### src/hw/sspc_pkg.sv
`default_nettype none
package sspc_pkg;
	// ****************************************
	// register map
	// ****************************************
	localparam logic [7:0] PIN_SEL_OFFSET = 8'h03; // holds the role swap bit
	localparam logic [7:0] PULL_OFFSET = 8'h04; // pull disable register
	localparam logic [7:0] RESERVED_OFFSET = 8'h05; // reads as zero
	localparam int ADDR_W = 8;
	localparam int DATA_W = 8;
	localparam int PORT_N = 4;
	// ****************************************
	// field positions and reset values
	// ****************************************
	localparam int SWAP_BIT = 3;
	localparam int UP_LSB = 0;
	localparam int DOWN_LSB = 4;
	localparam logic [7:0] PULL_RESET = 8'h00;
	localparam logic SWAP_RESET = 1'b0;
	localparam logic [7:0] PIN_SEL_RW_MASK = 8'h08;
endpackage
`default_nettype wire

### src/hw/sspc_spi_if.sv
`timescale 1ns/1ps
`default_nettype none
// spi signal groups between the pad mux and its user side
interface sspc_spi_if;
	logic master_chip_select;
	logic master_serial_clock;
	logic master_out_line;
	logic master_in_line;
	logic slave_chip_select;
	logic slave_serial_clock;
	logic slave_in_line;
	logic slave_out_line;
	logic [3:0] p0_hi_out;
	logic [3:0] p0_hi_oe;
	logic [3:0] p0_hi_in;
	logic [3:0] p3_lo_out;
	logic [3:0] p3_lo_oe;
	logic [3:0] p3_lo_in;
	logic swap;
	modport mux (
		input master_chip_select, master_serial_clock, master_out_line,
		input slave_out_line, swap, p0_hi_in, p3_lo_in,
		output master_in_line, slave_chip_select, slave_serial_clock, slave_in_line,
		output p0_hi_out, p0_hi_oe, p3_lo_out, p3_lo_oe
	);
	modport top (
		output master_chip_select, master_serial_clock, master_out_line,
		output slave_out_line, swap, p0_hi_in, p3_lo_in,
		input master_in_line, slave_chip_select, slave_serial_clock, slave_in_line,
		input p0_hi_out, p0_hi_oe, p3_lo_out, p3_lo_oe
	);
endinterface
`default_nettype wire

### src/hw/sspc_spi_swap.sv
`timescale 1ns/1ps
`default_nettype none
// ****************************************
// spi role swap pad mux
// ****************************************
module sspc_spi_swap (
	sspc_spi_if.mux spi // spi groups and pad sides
);
	// master group lines in pin order: select, clock, out, in
	wire [3:0] master_out_grp;
	wire [3:0] master_oe_grp;
	wire [3:0] slave_out_grp;
	wire [3:0] slave_oe_grp;
	wire [3:0] master_pin_in;
	wire [3:0] slave_pin_in;
	assign master_out_grp = {1'b0, spi.master_out_line, spi.master_serial_clock, spi.master_chip_select};
	assign master_oe_grp = 4'h7; // master drives select, clock, out
	assign slave_out_grp = {spi.slave_out_line, 3'h0};
	assign slave_oe_grp = 4'h8; // slave drives only its out line
	// swap exchanges whole groups between the two pin sets
	assign spi.p0_hi_out = spi.swap ? slave_out_grp : master_out_grp;
	assign spi.p0_hi_oe = spi.swap ? slave_oe_grp : master_oe_grp;
	assign spi.p3_lo_out = spi.swap ? master_out_grp : slave_out_grp;
	assign spi.p3_lo_oe = spi.swap ? master_oe_grp : slave_oe_grp;
	assign master_pin_in = spi.swap ? spi.p3_lo_in : spi.p0_hi_in;
	assign slave_pin_in = spi.swap ? spi.p0_hi_in : spi.p3_lo_in;
	assign spi.master_in_line = master_pin_in[3];
	assign spi.slave_chip_select = slave_pin_in[0];
	assign spi.slave_serial_clock = slave_pin_in[1];
	assign spi.slave_in_line = slave_pin_in[2];
endmodule
`default_nettype wire

### src/hw/sspc_top.sv
`timescale 1ns/1ps
`default_nettype none
// Operation
// - pull register bits 0..3 govern upstream ports 0..3 d+ pull-up
// - upstream disable bit 1 forces the 1.5k pull-up off
// - upstream disable bit 0 lets hardware switch pull-up automatically
// - pull register bits 4..7 govern downstream ports 0..3 pull-downs
// - downstream disable bit 1 keeps both 15k pull-downs off
// - downstream disable bit 0 keeps both 15k pull-downs on
module sspc_top (
	input wire logic sys_clk_i, // 125 mhz system clock
	input wire logic arst_n_i, // async reset, active low
	input wire logic [7:0] reg_addr_i, // register address
	input wire logic [7:0] reg_wdata_i, // write data
	input wire logic reg_wr_i, // write strobe
	input wire logic reg_rd_i, // read strobe
	output logic [7:0] reg_rdata_o, // read data, cycle after strobe
	input wire logic [3:0] up_pullup_req_i, // hardware pull-up request per upstream port
	output logic [3:0] up_pullup_en_o, // upstream d+ 1.5k pull-up enable
	output logic [3:0] down_pulldown_en_o, // downstream d+/d- 15k pull-down enable
	input wire logic master_chip_select_i, // spi master select from core
	input wire logic master_serial_clock_i, // spi master clock from core
	input wire logic master_out_line_i, // spi master data out
	output logic master_in_line_o, // spi master data in
	output logic slave_chip_select_o, // spi slave select to core
	output logic slave_serial_clock_o, // spi slave clock to core
	output logic slave_in_line_o, // spi slave data in
	input wire logic slave_out_line_i, // spi slave data out
	input wire logic [3:0] p0_hi_pin_i, // pins P04..P07 input
	output logic [3:0] p0_hi_pin_o, // pins P04..P07 output
	output logic [3:0] p0_hi_pin_oe_o, // pins P04..P07 output enable
	input wire logic [3:0] p3_lo_pin_i, // pins P30..P33 input
	output logic [3:0] p3_lo_pin_o, // pins P30..P33 output
	output logic [3:0] p3_lo_pin_oe_o // pins P30..P33 output enable
);
	// ****************************************
	// register bus
	// ****************************************
	logic [7:0] pull_q;
	logic [7:0] pull_d;
	logic swap_q;
	logic swap_d;
	logic [7:0] rdata_q;
	logic [7:0] rdata_d;
	wire sel_pin = (reg_addr_i == sspc_pkg::PIN_SEL_OFFSET);
	wire sel_pull = (reg_addr_i == sspc_pkg::PULL_OFFSET);
	wire [7:0] pin_sel_view = {4'h0, swap_q, 3'h0};
	// next values: writes take effect next edge, reserved bits dropped
	assign pull_d = (reg_wr_i && sel_pull) ? reg_wdata_i : pull_q;
	assign swap_d = (reg_wr_i && sel_pin) ? reg_wdata_i[sspc_pkg::SWAP_BIT] : swap_q;
	// unmapped addresses read zero; other pin-select bits live elsewhere
	assign rdata_d = !reg_rd_i ? 8'h00 : sel_pull ? pull_q : sel_pin ? pin_sel_view : 8'h00;
	// register state, cleared at reset
	always_ff @(posedge sys_clk_i or negedge arst_n_i) begin
		if (!arst_n_i) begin
			pull_q <= sspc_pkg::PULL_RESET;
			swap_q <= sspc_pkg::SWAP_RESET;
			rdata_q <= 8'h00;
		end else begin
			pull_q <= pull_d;
			swap_q <= swap_d;
			rdata_q <= rdata_d;
		end
	end
	assign reg_rdata_o = rdata_q;
	// ****************************************
	// pull resistor control
	// ****************************************
	// hardware request is an async pad-side level, synchronised first
	logic [3:0] req_meta_q;
	logic [3:0] req_sync_q;
	always_ff @(posedge sys_clk_i or negedge arst_n_i) begin
		if (!arst_n_i) begin
			req_meta_q <= 4'h0;
			req_sync_q <= 4'h0;
		end else begin
			req_meta_q <= up_pullup_req_i;
			req_sync_q <= req_meta_q;
		end
	end
	wire [3:0] up_off = pull_q[sspc_pkg::UP_LSB +: sspc_pkg::PORT_N];
	wire [3:0] down_off = pull_q[sspc_pkg::DOWN_LSB +: sspc_pkg::PORT_N];
	logic [3:0] up_en_q;
	logic [3:0] down_en_q;
	// per-port gating; outputs registered so pads see no glitches
	for (genvar i = 0; i < sspc_pkg::PORT_N; i++) begin : g_port
		always_ff @(posedge sys_clk_i or negedge arst_n_i) begin
			if (!arst_n_i) begin
				up_en_q[i] <= 1'b0;
				down_en_q[i] <= 1'b0;
			end else begin
				up_en_q[i] <= !up_off[i] && req_sync_q[i];
				down_en_q[i] <= !down_off[i];
			end
		end
	end
	assign up_pullup_en_o = up_en_q;
	assign down_pulldown_en_o = down_en_q;
	// ****************************************
	// spi role swap
	// ****************************************
	sspc_spi_if spi ();
	// pad inputs pass two flops before the mux reads them
	logic [3:0] p0_meta_q;
	logic [3:0] p0_sync_q;
	logic [3:0] p3_meta_q;
	logic [3:0] p3_sync_q;
	always_ff @(posedge sys_clk_i or negedge arst_n_i) begin
		if (!arst_n_i) begin
			p0_meta_q <= 4'h0;
			p0_sync_q <= 4'h0;
			p3_meta_q <= 4'h0;
			p3_sync_q <= 4'h0;
		end else begin
			p0_meta_q <= p0_hi_pin_i;
			p0_sync_q <= p0_meta_q;
			p3_meta_q <= p3_lo_pin_i;
			p3_sync_q <= p3_meta_q;
		end
	end
	assign spi.master_chip_select = master_chip_select_i;
	assign spi.master_serial_clock = master_serial_clock_i;
	assign spi.master_out_line = master_out_line_i;
	assign spi.slave_out_line = slave_out_line_i;
	assign spi.swap = swap_q;
	assign spi.p0_hi_in = p0_sync_q;
	assign spi.p3_lo_in = p3_sync_q;
	sspc_spi_swap u_swap (
		.spi (spi)
	);
	assign master_in_line_o = spi.master_in_line;
	assign slave_chip_select_o = spi.slave_chip_select;
	assign slave_serial_clock_o = spi.slave_serial_clock;
	assign slave_in_line_o = spi.slave_in_line;
	assign p0_hi_pin_o = spi.p0_hi_out;
	assign p0_hi_pin_oe_o = spi.p0_hi_oe;
	assign p3_lo_pin_o = spi.p3_lo_out;
	assign p3_lo_pin_oe_o = spi.p3_lo_oe;
	// ****************************************
	// assertions
	// ****************************************
	up_forced_off_a: assert property (@(posedge sys_clk_i) disable iff (!arst_n_i)
		pull_q[0] |=> !up_pullup_en_o[0])
		else $error("upstream 0 pull-up on while disabled");
	up_follows_hw_a: assert property (@(posedge sys_clk_i) disable iff (!arst_n_i)
		(!pull_q[1] && req_sync_q[1]) |=> up_pullup_en_o[1])
		else $error("upstream 1 pull-up not following hardware");
	up_bit_map_a: assert property (@(posedge sys_clk_i) disable iff (!arst_n_i)
		(reg_wr_i && sel_pull && reg_wdata_i[3]) |=> ##1 !up_pullup_en_o[3])
		else $error("bit 3 does not govern upstream 3");
	down_off_a: assert property (@(posedge sys_clk_i) disable iff (!arst_n_i)
		(reg_wr_i && sel_pull && reg_wdata_i[7]) |=> ##1 !down_pulldown_en_o[3])
		else $error("downstream 3 pull-down not off");
	down_on_a: assert property (@(posedge sys_clk_i) disable iff (!arst_n_i)
		!pull_q[4] |=> down_pulldown_en_o[0])
		else $error("downstream 0 pull-down not on");
	// skip the first edge after reset, the pull-downs still show their reset level there
	down_bit_map_a: assert property (@(posedge sys_clk_i) disable iff (!arst_n_i)
		$past(arst_n_i) |-> $past(pull_q[6]) != down_pulldown_en_o[2])
		else $error("bit 6 does not govern downstream 2");
	swap_pins_a: assert property (@(posedge sys_clk_i) disable iff (!arst_n_i)
		swap_q |-> (p3_lo_pin_o[1] == master_serial_clock_i && p0_hi_pin_oe_o == 4'h8))
		else $error("swapped master clock not on P31");
	pin_sel_read_a: assert property (@(posedge sys_clk_i) disable iff (!arst_n_i)
		(reg_rd_i && sel_pin) |=> reg_rdata_o[7:4] == 4'h0 && reg_rdata_o[3] == $past(swap_q))
		else $error("pin select readback wrong");
	// per-port checks on more of the cases the first group leaves out; upstream 1 off and downstream 1 on stay unchecked
	up_two_off_a: assert property (@(posedge sys_clk_i) disable iff (!arst_n_i)
		pull_q[2] |=> !up_pullup_en_o[2])
		else $error("upstream 2 pull-up on while disabled");
	up_three_hw_a: assert property (@(posedge sys_clk_i) disable iff (!arst_n_i)
		(!pull_q[3] && req_sync_q[3]) |=> up_pullup_en_o[3])
		else $error("upstream 3 pull-up not following hardware");
	up_hw_release_a: assert property (@(posedge sys_clk_i) disable iff (!arst_n_i)
		(!pull_q[2] && !req_sync_q[2]) |=> !up_pullup_en_o[2])
		else $error("upstream 2 pull-up on without hardware request");
	down_zero_off_a: assert property (@(posedge sys_clk_i) disable iff (!arst_n_i)
		pull_q[4] |=> !down_pulldown_en_o[0])
		else $error("downstream 0 pull-down not off");
	down_one_off_a: assert property (@(posedge sys_clk_i) disable iff (!arst_n_i)
		pull_q[5] |=> !down_pulldown_en_o[1])
		else $error("downstream 1 pull-down not off");
	down_three_on_a: assert property (@(posedge sys_clk_i) disable iff (!arst_n_i)
		!pull_q[7] |=> down_pulldown_en_o[3])
		else $error("downstream 3 pull-down not on");
	// register bus checks
	pull_write_a: assert property (@(posedge sys_clk_i) disable iff (!arst_n_i)
		(reg_wr_i && sel_pull) |=> pull_q == $past(reg_wdata_i))
		else $error("pull register write lost");
	pull_read_a: assert property (@(posedge sys_clk_i) disable iff (!arst_n_i)
		(reg_rd_i && sel_pull) |=> reg_rdata_o == $past(pull_q))
		else $error("pull register readback wrong");
	swap_write_a: assert property (@(posedge sys_clk_i) disable iff (!arst_n_i)
		(reg_wr_i && sel_pin) |=> swap_q == $past(reg_wdata_i[sspc_pkg::SWAP_BIT]))
		else $error("swap select write lost");
	unmapped_read_a: assert property (@(posedge sys_clk_i) disable iff (!arst_n_i)
		(reg_rd_i && !sel_pin && !sel_pull) |=> reg_rdata_o == 8'h00)
		else $error("unmapped read not zero");
	// pad mux checks in both swap settings
	plain_pins_a: assert property (@(posedge sys_clk_i) disable iff (!arst_n_i)
		!swap_q |-> (p0_hi_pin_oe_o == 4'h7 && p3_lo_pin_oe_o == 4'h8
			&& p0_hi_pin_o[1] == master_serial_clock_i))
		else $error("master clock not on P05 while unswapped");
	swap_inputs_a: assert property (@(posedge sys_clk_i) disable iff (!arst_n_i)
		swap_q |-> (slave_chip_select_o == p0_sync_q[0] && master_in_line_o == p3_sync_q[3]))
		else $error("swapped pin inputs routed wrong");
	plain_inputs_a: assert property (@(posedge sys_clk_i) disable iff (!arst_n_i)
		!swap_q |-> (master_in_line_o == p0_sync_q[3] && slave_serial_clock_o == p3_sync_q[1]))
		else $error("unswapped pin inputs routed wrong");
	pull_write_c: cover property (@(posedge sys_clk_i) disable iff (!arst_n_i)
		reg_wr_i && sel_pull && reg_wdata_i == 8'hff);
	swap_set_c: cover property (@(posedge sys_clk_i) disable iff (!arst_n_i) $rose(swap_q));
	hw_pullup_c: cover property (@(posedge sys_clk_i) disable iff (!arst_n_i) $rose(up_pullup_en_o[0]));
	swap_clear_c: cover property (@(posedge sys_clk_i) disable iff (!arst_n_i) $fell(swap_q));
	down_off_c: cover property (@(posedge sys_clk_i) disable iff (!arst_n_i) $fell(down_pulldown_en_o[3]));
endmodule
`default_nettype wire

### config.mk
export PLATFORM = sky130hd
export DESIGN_NAME = sspc_top
export DESIGN_NICKNAME = d
export VERILOG_FILES = /design/src/hw/sspc_pkg.sv /design/src/hw/sspc_spi_if.sv /design/src/hw/sspc_spi_swap.sv /design/src/hw/sspc_top.sv
export SDC_FILE = /design/constraint.sdc
export NUM_CORES = 1
export LEC_CHECK = 0
export BUFFER_PORTS_ARGS = -buffer_cell sky130_fd_sc_hd__buf_2
export CAP_MARGIN = 15
export CORE_MARGIN = 5
export CORE_UTILIZATION = 49
export DETAILED_ROUTE_END_ITERATION = 16
export PLACE_DENSITY = 0.86
export SYNTH_ARGS = -nofsm -noshare
export SYNTH_HDL_FRONTEND = slang
export SYNTH_SLANG_ARGS = --single-unit
### constraint.sdc
create_clock -name sys_clk_i -period 1.55 [get_ports sys_clk_i]
set_input_delay 0.0775 -clock sys_clk_i [delete_from_list [all_inputs] [get_ports sys_clk_i]]
set_output_delay 0.0775 -clock sys_clk_i [all_outputs]
set_load 0.01 [all_outputs]
-- Yosys cells after proc, flatten, opt, wreduce, memory -nomap -nowiden
Cells that the tools add are included.
Widths: inputs -> output; s select.
- ROM bits: 0
- word-level logic and storage cells: 42
- register bits after elaboration: 49
- input port bits: 36
- bits in latches: 0
- output and inout port bits: 36
- memories kept: 0
- memory bits (writable): 0
- multiply operators: 0
- shifts and indexed selects: 0
- reduce and logical (&&, ||, !) cells: 14
- muxes and demuxes: 9
- add/sub/neg operators: 0
- divide/modulo/power cells: 0
- $lt $le $gt $ge: 0
- equality and inequality tests: 2
- bitwise logic cells: 0
- operator list (operator ; number):
    $mux 4 ; 6
    $mux 8 ; 2
    $eq 8x2->1 const B ; 1
    $eq 8x3->1 const B ; 1
    $logic_not 1->1 ; 8
    $logic_and 1x1->1 ; 6
    $mux 3 ; 1

-- Depth between registers and ports, before layout
Gate-level depths: netlist of run 1.
- depth after elaboration: 4
- gate-level depth with buffers: 3
- mapped depth without buffers: 3

-- Cells and area by module
Synthesis of run 1 repeated with hierarchy kept, for this count alone.
- cell total of the unflattened synthesis: 103
- area total of the unflattened synthesis: 1685.4 um2
- modules (own cells, without submodules) (module ; sequential area each (um2) ; times used ; area each (um2) ; cells an instance):
    sspc_top ; 1226.2 ; 1 ; 1519.0 ; 82
    sspc_spi_swap ; 0.0 ; 1 ; 166.4 ; 21

-- Worst setup path before layout of run 1
Ideal clock, no wire load.
- path kind: reg2out
- start point: register swap_q (netlist: spi.swap)
- end point: output p0_hi_pin_oe_o[1]
- cell stages (with the launch flop): 4
- data arrival time: 1030 ps
- path slack: 442 ps
- data required time: 1472 ps
- cell sequence: dfrtp_1 clkbuf_1 inv_1 buf_4
- longest elaborated chain between the ends: 1
- RTL lines (item ; line ; RTL):
    start, declared ; sspc_top.sv:41 ; logic swap_q;
    start signal, assigned ; sspc_top.sv:57 ; swap_q <= sspc_pkg::SWAP_RESET;
    start signal, assigned ; sspc_top.sv:61 ; swap_q <= swap_d;
    $mux 4 ; sspc_spi_swap.sv:22 ; assign spi.p0_hi_oe = spi.swap ? slave_oe_grp : master_oe_grp;
    end, declared ; sspc_top.sv:31 ; output logic [3:0] p0_hi_pin_oe_o,
Every way passes these cells.

-- Worst setup path in the final report of run 1
- start point: register swap_q (netlist: spi.swap)
- end point: output slave_in_line_o
- longest elaborated chain between the ends: 1
- RTL lines (item ; line ; RTL):
    $mux 3 ; sspc_spi_swap.sv:26 ; assign slave_pin_in = spi.swap ? spi.p0_hi_in : spi.p3_lo_in;
    end, declared ; sspc_top.sv:27 ; output logic slave_in_line_o,
Every way passes these cells.

==> out/qor.yml, run 1 <==
place:
  gp_routability_congestion: 0.656
  placed_cells_incl_taps: 214
  place.port_buffers: 71
  pre_cts_slack_ns: 0.268
  detailed_place_hpwl_um: 2350
worst_setup_path:
  worst-setup-path-type: "reg2out"
  worst-path-max-fanout: 9
  timing.critical_path.cells: "mux2_2, buf_2"
  kind_of_cell_adding_the_most_delay_to_the_critical_path: "flip-flops"
  critical-path-slowest-cell: "sky130_fd_sc_hd__dfrtp_2"
  worst-endpoint-arrival_ns: 1.32
  start_kind: "flip-flop"
  cp_num_buf_inv: 1
  end_kind: "output pin"
  slowest_delay_ns: 0.48
  worst_ep_required_time_ns: 1.47
detailed_routing:
  detailroute.via_count: 1069
  drc: 0
  initialDrtViolationCount: 30
  antenna_left: 0
  route.detailed.wl_per_inst_um: 13.7
  drt_first_pass_iters: 4
  vias_per_cell: 4.38
  routed_wirelength_um: 3340
status:
  run_status: "finished, final reports clean"
die:
  starting_density_of_the_core_pct: 50.6
  die_h_um: 68.5
  floorplan.rows: 21
  coreArea_mm2: 0.00331
  area_of_the_die_mm2: 0.00469
  die_x_um: 68.5
  ioPinCount: 72
yosys:
  synthesis.area_mm2: 0.00167
  number_of_synthesized_register_bits: 49
  syn_nets: 139
  synth.yosys.warnings: 0
  yosys-top-cells-area: "sky130_fd_sc_hd__dfrtp_1, sky130_fd_sc_hd__mux2_2, sky130_fd_sc_hd__and2_1"
  yosysTopAreaCellShare_pct: 73.2
  yosysTopAreaCell: "sky130_fd_sc_hd__dfrtp_1"
  syn_area_per_cell_um2: 16.3
  post_synth_inst_count: 103
  synth_cell_types: 17
  synth_sequential_area_ratio_pct: 73.2
sta:
  maxClockFrequency_ghz: 0.713
  tightest_slew_ns: 0.513
  final.period_utilization_pct: 90.5
  hold_violations: 0
  setup_violations: 0
  setup_repair_after_global_routing_missed_its_margin: "no"
  slew_headroom_pct: 65.8
  timing.final.ws_setup_ns: 0.148
  layout_min_cycle_time_ns: 1.40
  timing.final.max_slew_violations: 0
  finalClockSkew_ns: 0.00935
  tns_ns: 0
final_layout:
  layout.cells.non_filler: 244
  final_layout_size_suffix_gt1_share_pct: 49.5
  finalNetCount: 234
  layout-area-overhead-vs-synth_pct: 40.3
  ant_diodes: 0
grt:
  first_global_vias: 1108
  grt_antenna_before_repair: 0
  maximum_number_of_pins_on_one_net_before_global_route_repair: 28
  groute.usage.overall_pct: 15.7
  remaining_global_route_overflow: 0
  grt_pass1_wl_um: 5130
power_and_ir_drop:
  totalPowerFinal_mw: 2.15
  vdd.ir_drop.worst_v: 0.000694
  pwr_density_cell_mw_per_mm2: 915
  power_leakage_nw: 1.18
clock_tree:
  cts_inserted_buffers: 5
  worstSkewPairLatency_ns: 0.35
  cts_setup_buffers: 0
  path_clk_slew_ns: 0.13
  cts_tree: "built"
  clock-root-buffer: "sky130_fd_sc_hd__clkbuf_4"
  cts.htree.levels: 2
  clockBufferDepth: 2
  cts_num_sinks: 49
min_path:
  hold_path_class: "in2reg"
job:
  max_cap_violations: 0
per-layer routing:
layer	vias up	track usage, %	share of wire [%]
met1	502	16.9	36
met3	9	3.78	7.0
li1	512	-	-
met4	0	9.68	2.7
met5	-	0	0
met2	46	27.5	54
worst min-delay path: cells and delay by family:
family	cells	cell delay [ns]
AND/OR/NAND/NOR	1	0.07
buffers and inverters	1	0.12
multiplexers	1	0.14
sequential cells by signal (all words and copies together), names as in the netlist:
signal              count
pull_q                  8
p3_sync_q               4
req_meta_q              4
req_sync_q              4
p0_meta_q               4
spi.swap                1
reg_rdata_o             8
down_pulldown_en_o      4
p0_sync_q               4
p3_meta_q               4
up_pullup_en_o          4
placed cells by master, fill, tap and decap left out, types with 2 or more instances in the layout:
cell and count:
sky130_fd_sc_hd__and2_1 11, sky130_fd_sc_hd__buf_2 71, sky130_fd_sc_hd__clkbuf_4 5, sky130_fd_sc_hd__dfrtp_1 48, sky130_fd_sc_hd__dlygate4sd3_1 23, sky130_fd_sc_hd__inv_1 5
sky130_fd_sc_hd__mux2_2 11, sky130_fd_sc_hd__mux2_4 2, sky130_fd_sc_hd__nor2b_1 8
cells by family after synthesis:
group | after synthesis | synth area share [%]
flip-flops | 49 | 73.2
multiplexers | 13 | 9.19
AND/OR/NAND/NOR | 27 | 12.6
AO/OA/AOI/OAI | 1 | 0.449
buffers and inverters | 13 | 4.48
timing repair:
item	4_1_cts	5_1_grt
gates resized for setup	0	1
hold endpoints to repair	44	0
setup endpoints to repair	0	6
hold buffers	23	0
synth_stat cells:
cell type                   n
sky130_fd_sc_hd__nand3_1    1
sky130_fd_sc_hd__mux2_2    11
sky130_fd_sc_hd__nor2b_1    8
sky130_fd_sc_hd__and3_2     1
sky130_fd_sc_hd__nor4_4     1
sky130_fd_sc_hd__nor4b_4    1
sky130_fd_sc_hd__mux2_4     2
sky130_fd_sc_hd__dfrtp_1   49
sky130_fd_sc_hd__nand3_4    1
sky130_fd_sc_hd__buf_4      7
sky130_fd_sc_hd__nor2_1     1
sky130_fd_sc_hd__inv_1      5
sky130_fd_sc_hd__a22oi_1    1
sky130_fd_sc_hd__nor4bb_1   1
sky130_fd_sc_hd__nand2_1    1
sky130_fd_sc_hd__and2_1    11
sky130_fd_sc_hd__clkbuf_1   1
final timing paths:
path                               from               to  slack (ns)  cells past startpoint
max                            spi.swap  slave_in_line_o        0.15                      2
min                            reg_wr_i         spi.swap        0.08                      3
max reg2reg                    spi.swap         spi.swap        0.68                      1
min reg2reg                p0_meta_q[1]     p0_sync_q[1]        0.36                      0
max in group asynchronous      arst_n_i     p3_sync_q[0]        0.81                      3
min in group asynchronous      arst_n_i     p0_meta_q[2]        0.22                      2
through the flow:
stage	hold slack, ns	area [um^2]	utilization (%)
finish	0.0813	2350	70.9
global route	0.0718	2350	70.9
CTS	0.0663	2350	70.9
detailed placement	0.0770	2060	62.2
global placement	0.0620	2060	62.2
floorplan	-0.218	1670	-
power by group:
part | internal (mW) | switching, mW | total (mW) | leakage, nW
Combinational | 0.126 | 0.0979 | 0.224 | 0.554
Sequential | 1.33 | 0.0211 | 1.35 | 0.597
Clock | 0.213 | 0.360 | 0.573 | 0.0303
Total | 1.67 | 0.479 | 2.15 | 1.18
final cells by class:
| class | instances | area, um^2 |
|---|---|---|
| repair buffers | 96 | 613 |
| fillers | 245 | 962 |
| multi-input cells | 41 | 373 |
| clock inverters | 1 | 7.51 |
| well taps | 46 | 57.6 |
| inverters | 5 | 18.8 |
| flip-flops and latches | 49 | 1230 |
| clock buffers | 6 | 51.3 |
No activity file was read; power rests on OpenSTA's default activity.
==> run 2, diff against run 1 <==
--- a/config.mk
+++ b/config.mk
@@ -14,3 +14,4 @@
 export SYNTH_ARGS = -nofsm -noshare
 export SYNTH_HDL_FRONTEND = slang
 export SYNTH_SLANG_ARGS = --single-unit
+export TNS_END_PERCENT = 50
==> constraint.sdc (replaced) <==
create_clock -name sys_clk_i -period 1.55 [get_ports sys_clk_i]
set_input_delay 0.0775 -clock sys_clk_i [delete_from_list [all_inputs] [get_ports sys_clk_i]]
set_output_delay 0.0775 -clock sys_clk_i [all_outputs]
set_load 0.05 [all_outputs]
==> out/qor.yml, run 2 (synthesized netlist as in run 1, its figures left out) <==
place:
  pre_cts_slack_ns: 0.220  # -0.0489 ns
  gp_routability_congestion: 0.639  # -2.6%
  detailed_place_hpwl_um: 2290  # -2.8%
  place.port_buffers: 71  # unchanged
detailed_routing:
  drc: 0  # unchanged
  initialDrtViolationCount: 13  # -57%
  antenna_left: 0  # unchanged
  drt_first_pass_iters: 2  # -2
  vias_per_cell: 4.36  # -0.37%
  routed_wirelength_um: 3290  # -1.5%
  detailroute.via_count: 1065  # -0.37%
  route.detailed.wl_per_inst_um: 13.5  # -1.5%
sta:
  timing.final.ws_setup_ns: 0.0879  # -0.0596 ns
  slew_headroom_pct: 67.7  # +1.9 points
  tns_ns: 0  # unchanged
  maxClockFrequency_ghz: 0.684  # -4.1%
  setup_repair_after_global_routing_missed_its_margin: "no"
  setup_violations: 0  # unchanged
  hold_violations: 0  # unchanged
  timing.final.max_slew_violations: 0  # unchanged
  tightest_slew_ns: 0.485  # -0.0279 ns
  finalClockSkew_ns: 0.00665  # -0.00270 ns
  layout_min_cycle_time_ns: 1.46  # +0.0596 ns
  final.period_utilization_pct: 94.3  # +3.8 points
power_and_ir_drop:
  net-switching-power_mw: 0.572  # +19%
  sw_ratio_pct: 26.1  # +3.8 points
  power.sequential.fraction_pct: 61.7  # -1.2 points
  power_leakage_nw: 1.19  # +0.41%
  power_frac_comb_pct: 15.3  # +4.9 points
  p_int_mw: 1.62  # -3.0%
  vdd.ir_drop.worst_v: 0.000768  # +11%
  clock_power_share_pct: 23.0  # -3.7 points
  pwr_density_cell_mw_per_mm2: 932  # +1.8%
worst_setup_path:
  worst-path-max-fanout: 7  # -2
  end_kind: "output pin"
  worst-endpoint-arrival_ns: 1.38  # +0.06 ns
  start_kind: "flip-flop"
  worst_ep_required_time_ns: 1.47  # about the same
  worst-setup-path-type: "reg2out"
final_layout:
  final_layout_size_suffix_gt1_share_pct: 49.5  # unchanged
  layout.cells.most_common_list: "sky130_fd_sc_hd__buf_2, sky130_fd_sc_hd__dfrtp_1, sky130_fd_sc_hd__dlygate4sd3_1"
  num-fill-cells: 247  # +0.82%
  ant_diodes: 0  # unchanged
  layout_commonest_cell: "sky130_fd_sc_hd__buf_2"
  layout-area-overhead-vs-synth_pct: 40.5
  finalNetCount: 235  # +0.43%
die:
  area_of_the_die_mm2: 0.00469  # unchanged
  die_h_um: 68.5  # unchanged
  die_x_um: 68.5  # unchanged
  floorplan.rows: 21  # unchanged
  starting_density_of_the_core_pct: 50.6  # unchanged
  coreArea_mm2: 0.00331  # unchanged
  ioPinCount: 72  # unchanged
job:
  max_cap_violations: 0  # unchanged
grt:
  first_global_vias: 1101  # -0.63%
  remaining_global_route_overflow: 0  # unchanged
  groute.usage.overall_pct: 15.5  # -0.26 points
  grt_pass1_wl_um: 4910  # -4.4%
  grt_antenna_before_repair: 0  # unchanged
  maximum_number_of_pins_on_one_net_before_global_route_repair: 29  # +3.6%
clock_tree:
  clock-root-buffer: "sky130_fd_sc_hd__clkbuf_4"
  cts.htree.levels: 2  # unchanged
  cts_tree: "built"
  cts_num_sinks: 49  # unchanged
  worstSkewPairLatency_ns: 0.36  # about the same
  cts_inserted_buffers: 5  # unchanged
  path_clk_slew_ns: 0.12  # about the same
  clockBufferDepth: 2  # unchanged
min_path:
  hold_path_class: "in2reg"
status:
  run_status: "finished, final reports clean"
-- run 2: cell count changes in the layout (fill, tap and decap cells not counted) --
cell	change
sky130_fd_sc_hd__clkbuf_8	-1
sky130_fd_sc_hd__buf_12	+1
sky130_fd_sc_hd__clkinv_2	+1
sky130_fd_sc_hd__clkinvlp_4	-1
-- run 2: final timing paths --
kind / endpoint / from / slack, ns / cells after the start
worst max-delay path: slave_in_line_o / spi.swap / 0.09 / 2
worst min-delay path: reg_rdata_o[3] / reg_addr_i[2] / 0.09 / 4
worst max register to register: spi.swap / spi.swap / 0.54 / 2
worst min register to register: p3_sync_q[3] / p3_meta_q[3] / 0.36 / 0
max in group asynchronous: reg_rdata_o[5] / arst_n_i / 0.82 / 3
min in group asynchronous: p3_sync_q[3] / arst_n_i / 0.22 / 2
-- run 2: what timing repair did --
| action | CTS | global route |
|---|---|---|
| buffers inserted | 2 | 0 |
| hold buffers | 23 | 0 |
| endpoints found under the hold margin | 43 | 0 |
| endpoints found under the setup margin | 8 | 0 |
| gates resized for setup | 1 | 0 |
-- run 2: critical path: stages, from the launching register on --
cell and delay [ns]:
sky130_fd_sc_hd__dfrtp_2 0.47, sky130_fd_sc_hd__mux2_2 0.35, sky130_fd_sc_hd__buf_2 0.21
-- run 2: per-layer routing --
layer / track usage [%] / vias to the layer above / share of wire, %
li1: - / 515 / -
met1: 14.8 / 498 / 34
met2: 28.5 / 44 / 55
met3: 5.25 / 8 / 8.9
met4: 8.44 / 0 / 2.3
met5: 0 / - / 0
-- run 2: power by group through the flow --
stage               Combinational, mW  Sequential (mW)  Clock [mW]
finish                          0.335             1.35       0.505
global route                    0.360             1.36       0.578
CTS                             0.340             1.35       0.527
detailed placement              0.285             1.38           0
global placement                0.279             1.37           0
floorplan                       0.161             1.41           0
-- run 2: final cells by class --
class / count / area [um^2] / share of cell area, %
well taps: 46 / 57.6 / 2.45
clock buffers: 5 / 37.5 / 1.60
repair buffers: 97 / 633 / 26.9
multi-input cells: 41 / 373 / 15.9
flip-flops and latches: 49 / 1230 / 52.2
inverters: 5 / 18.8 / 0.798
clock inverters: 1 / 5.00 / 0.213
-- run 2: stage by stage --
stage	area, um^2	cells	util [%]	power (mW)	hold slack, ns
2_1_floorplan	1670	103	-	1.57	-0.218
3_3_place_gp	2050	213	61.9	1.65	0.0488
3_5_place_dp	2050	213	61.9	1.67	0.0685
4_1_cts	2350	244	71.1	2.22	0.0744
5_1_grt	2350	244	71.1	2.30	0.0883
6_report	2350	244	71.1	2.19	0.0859
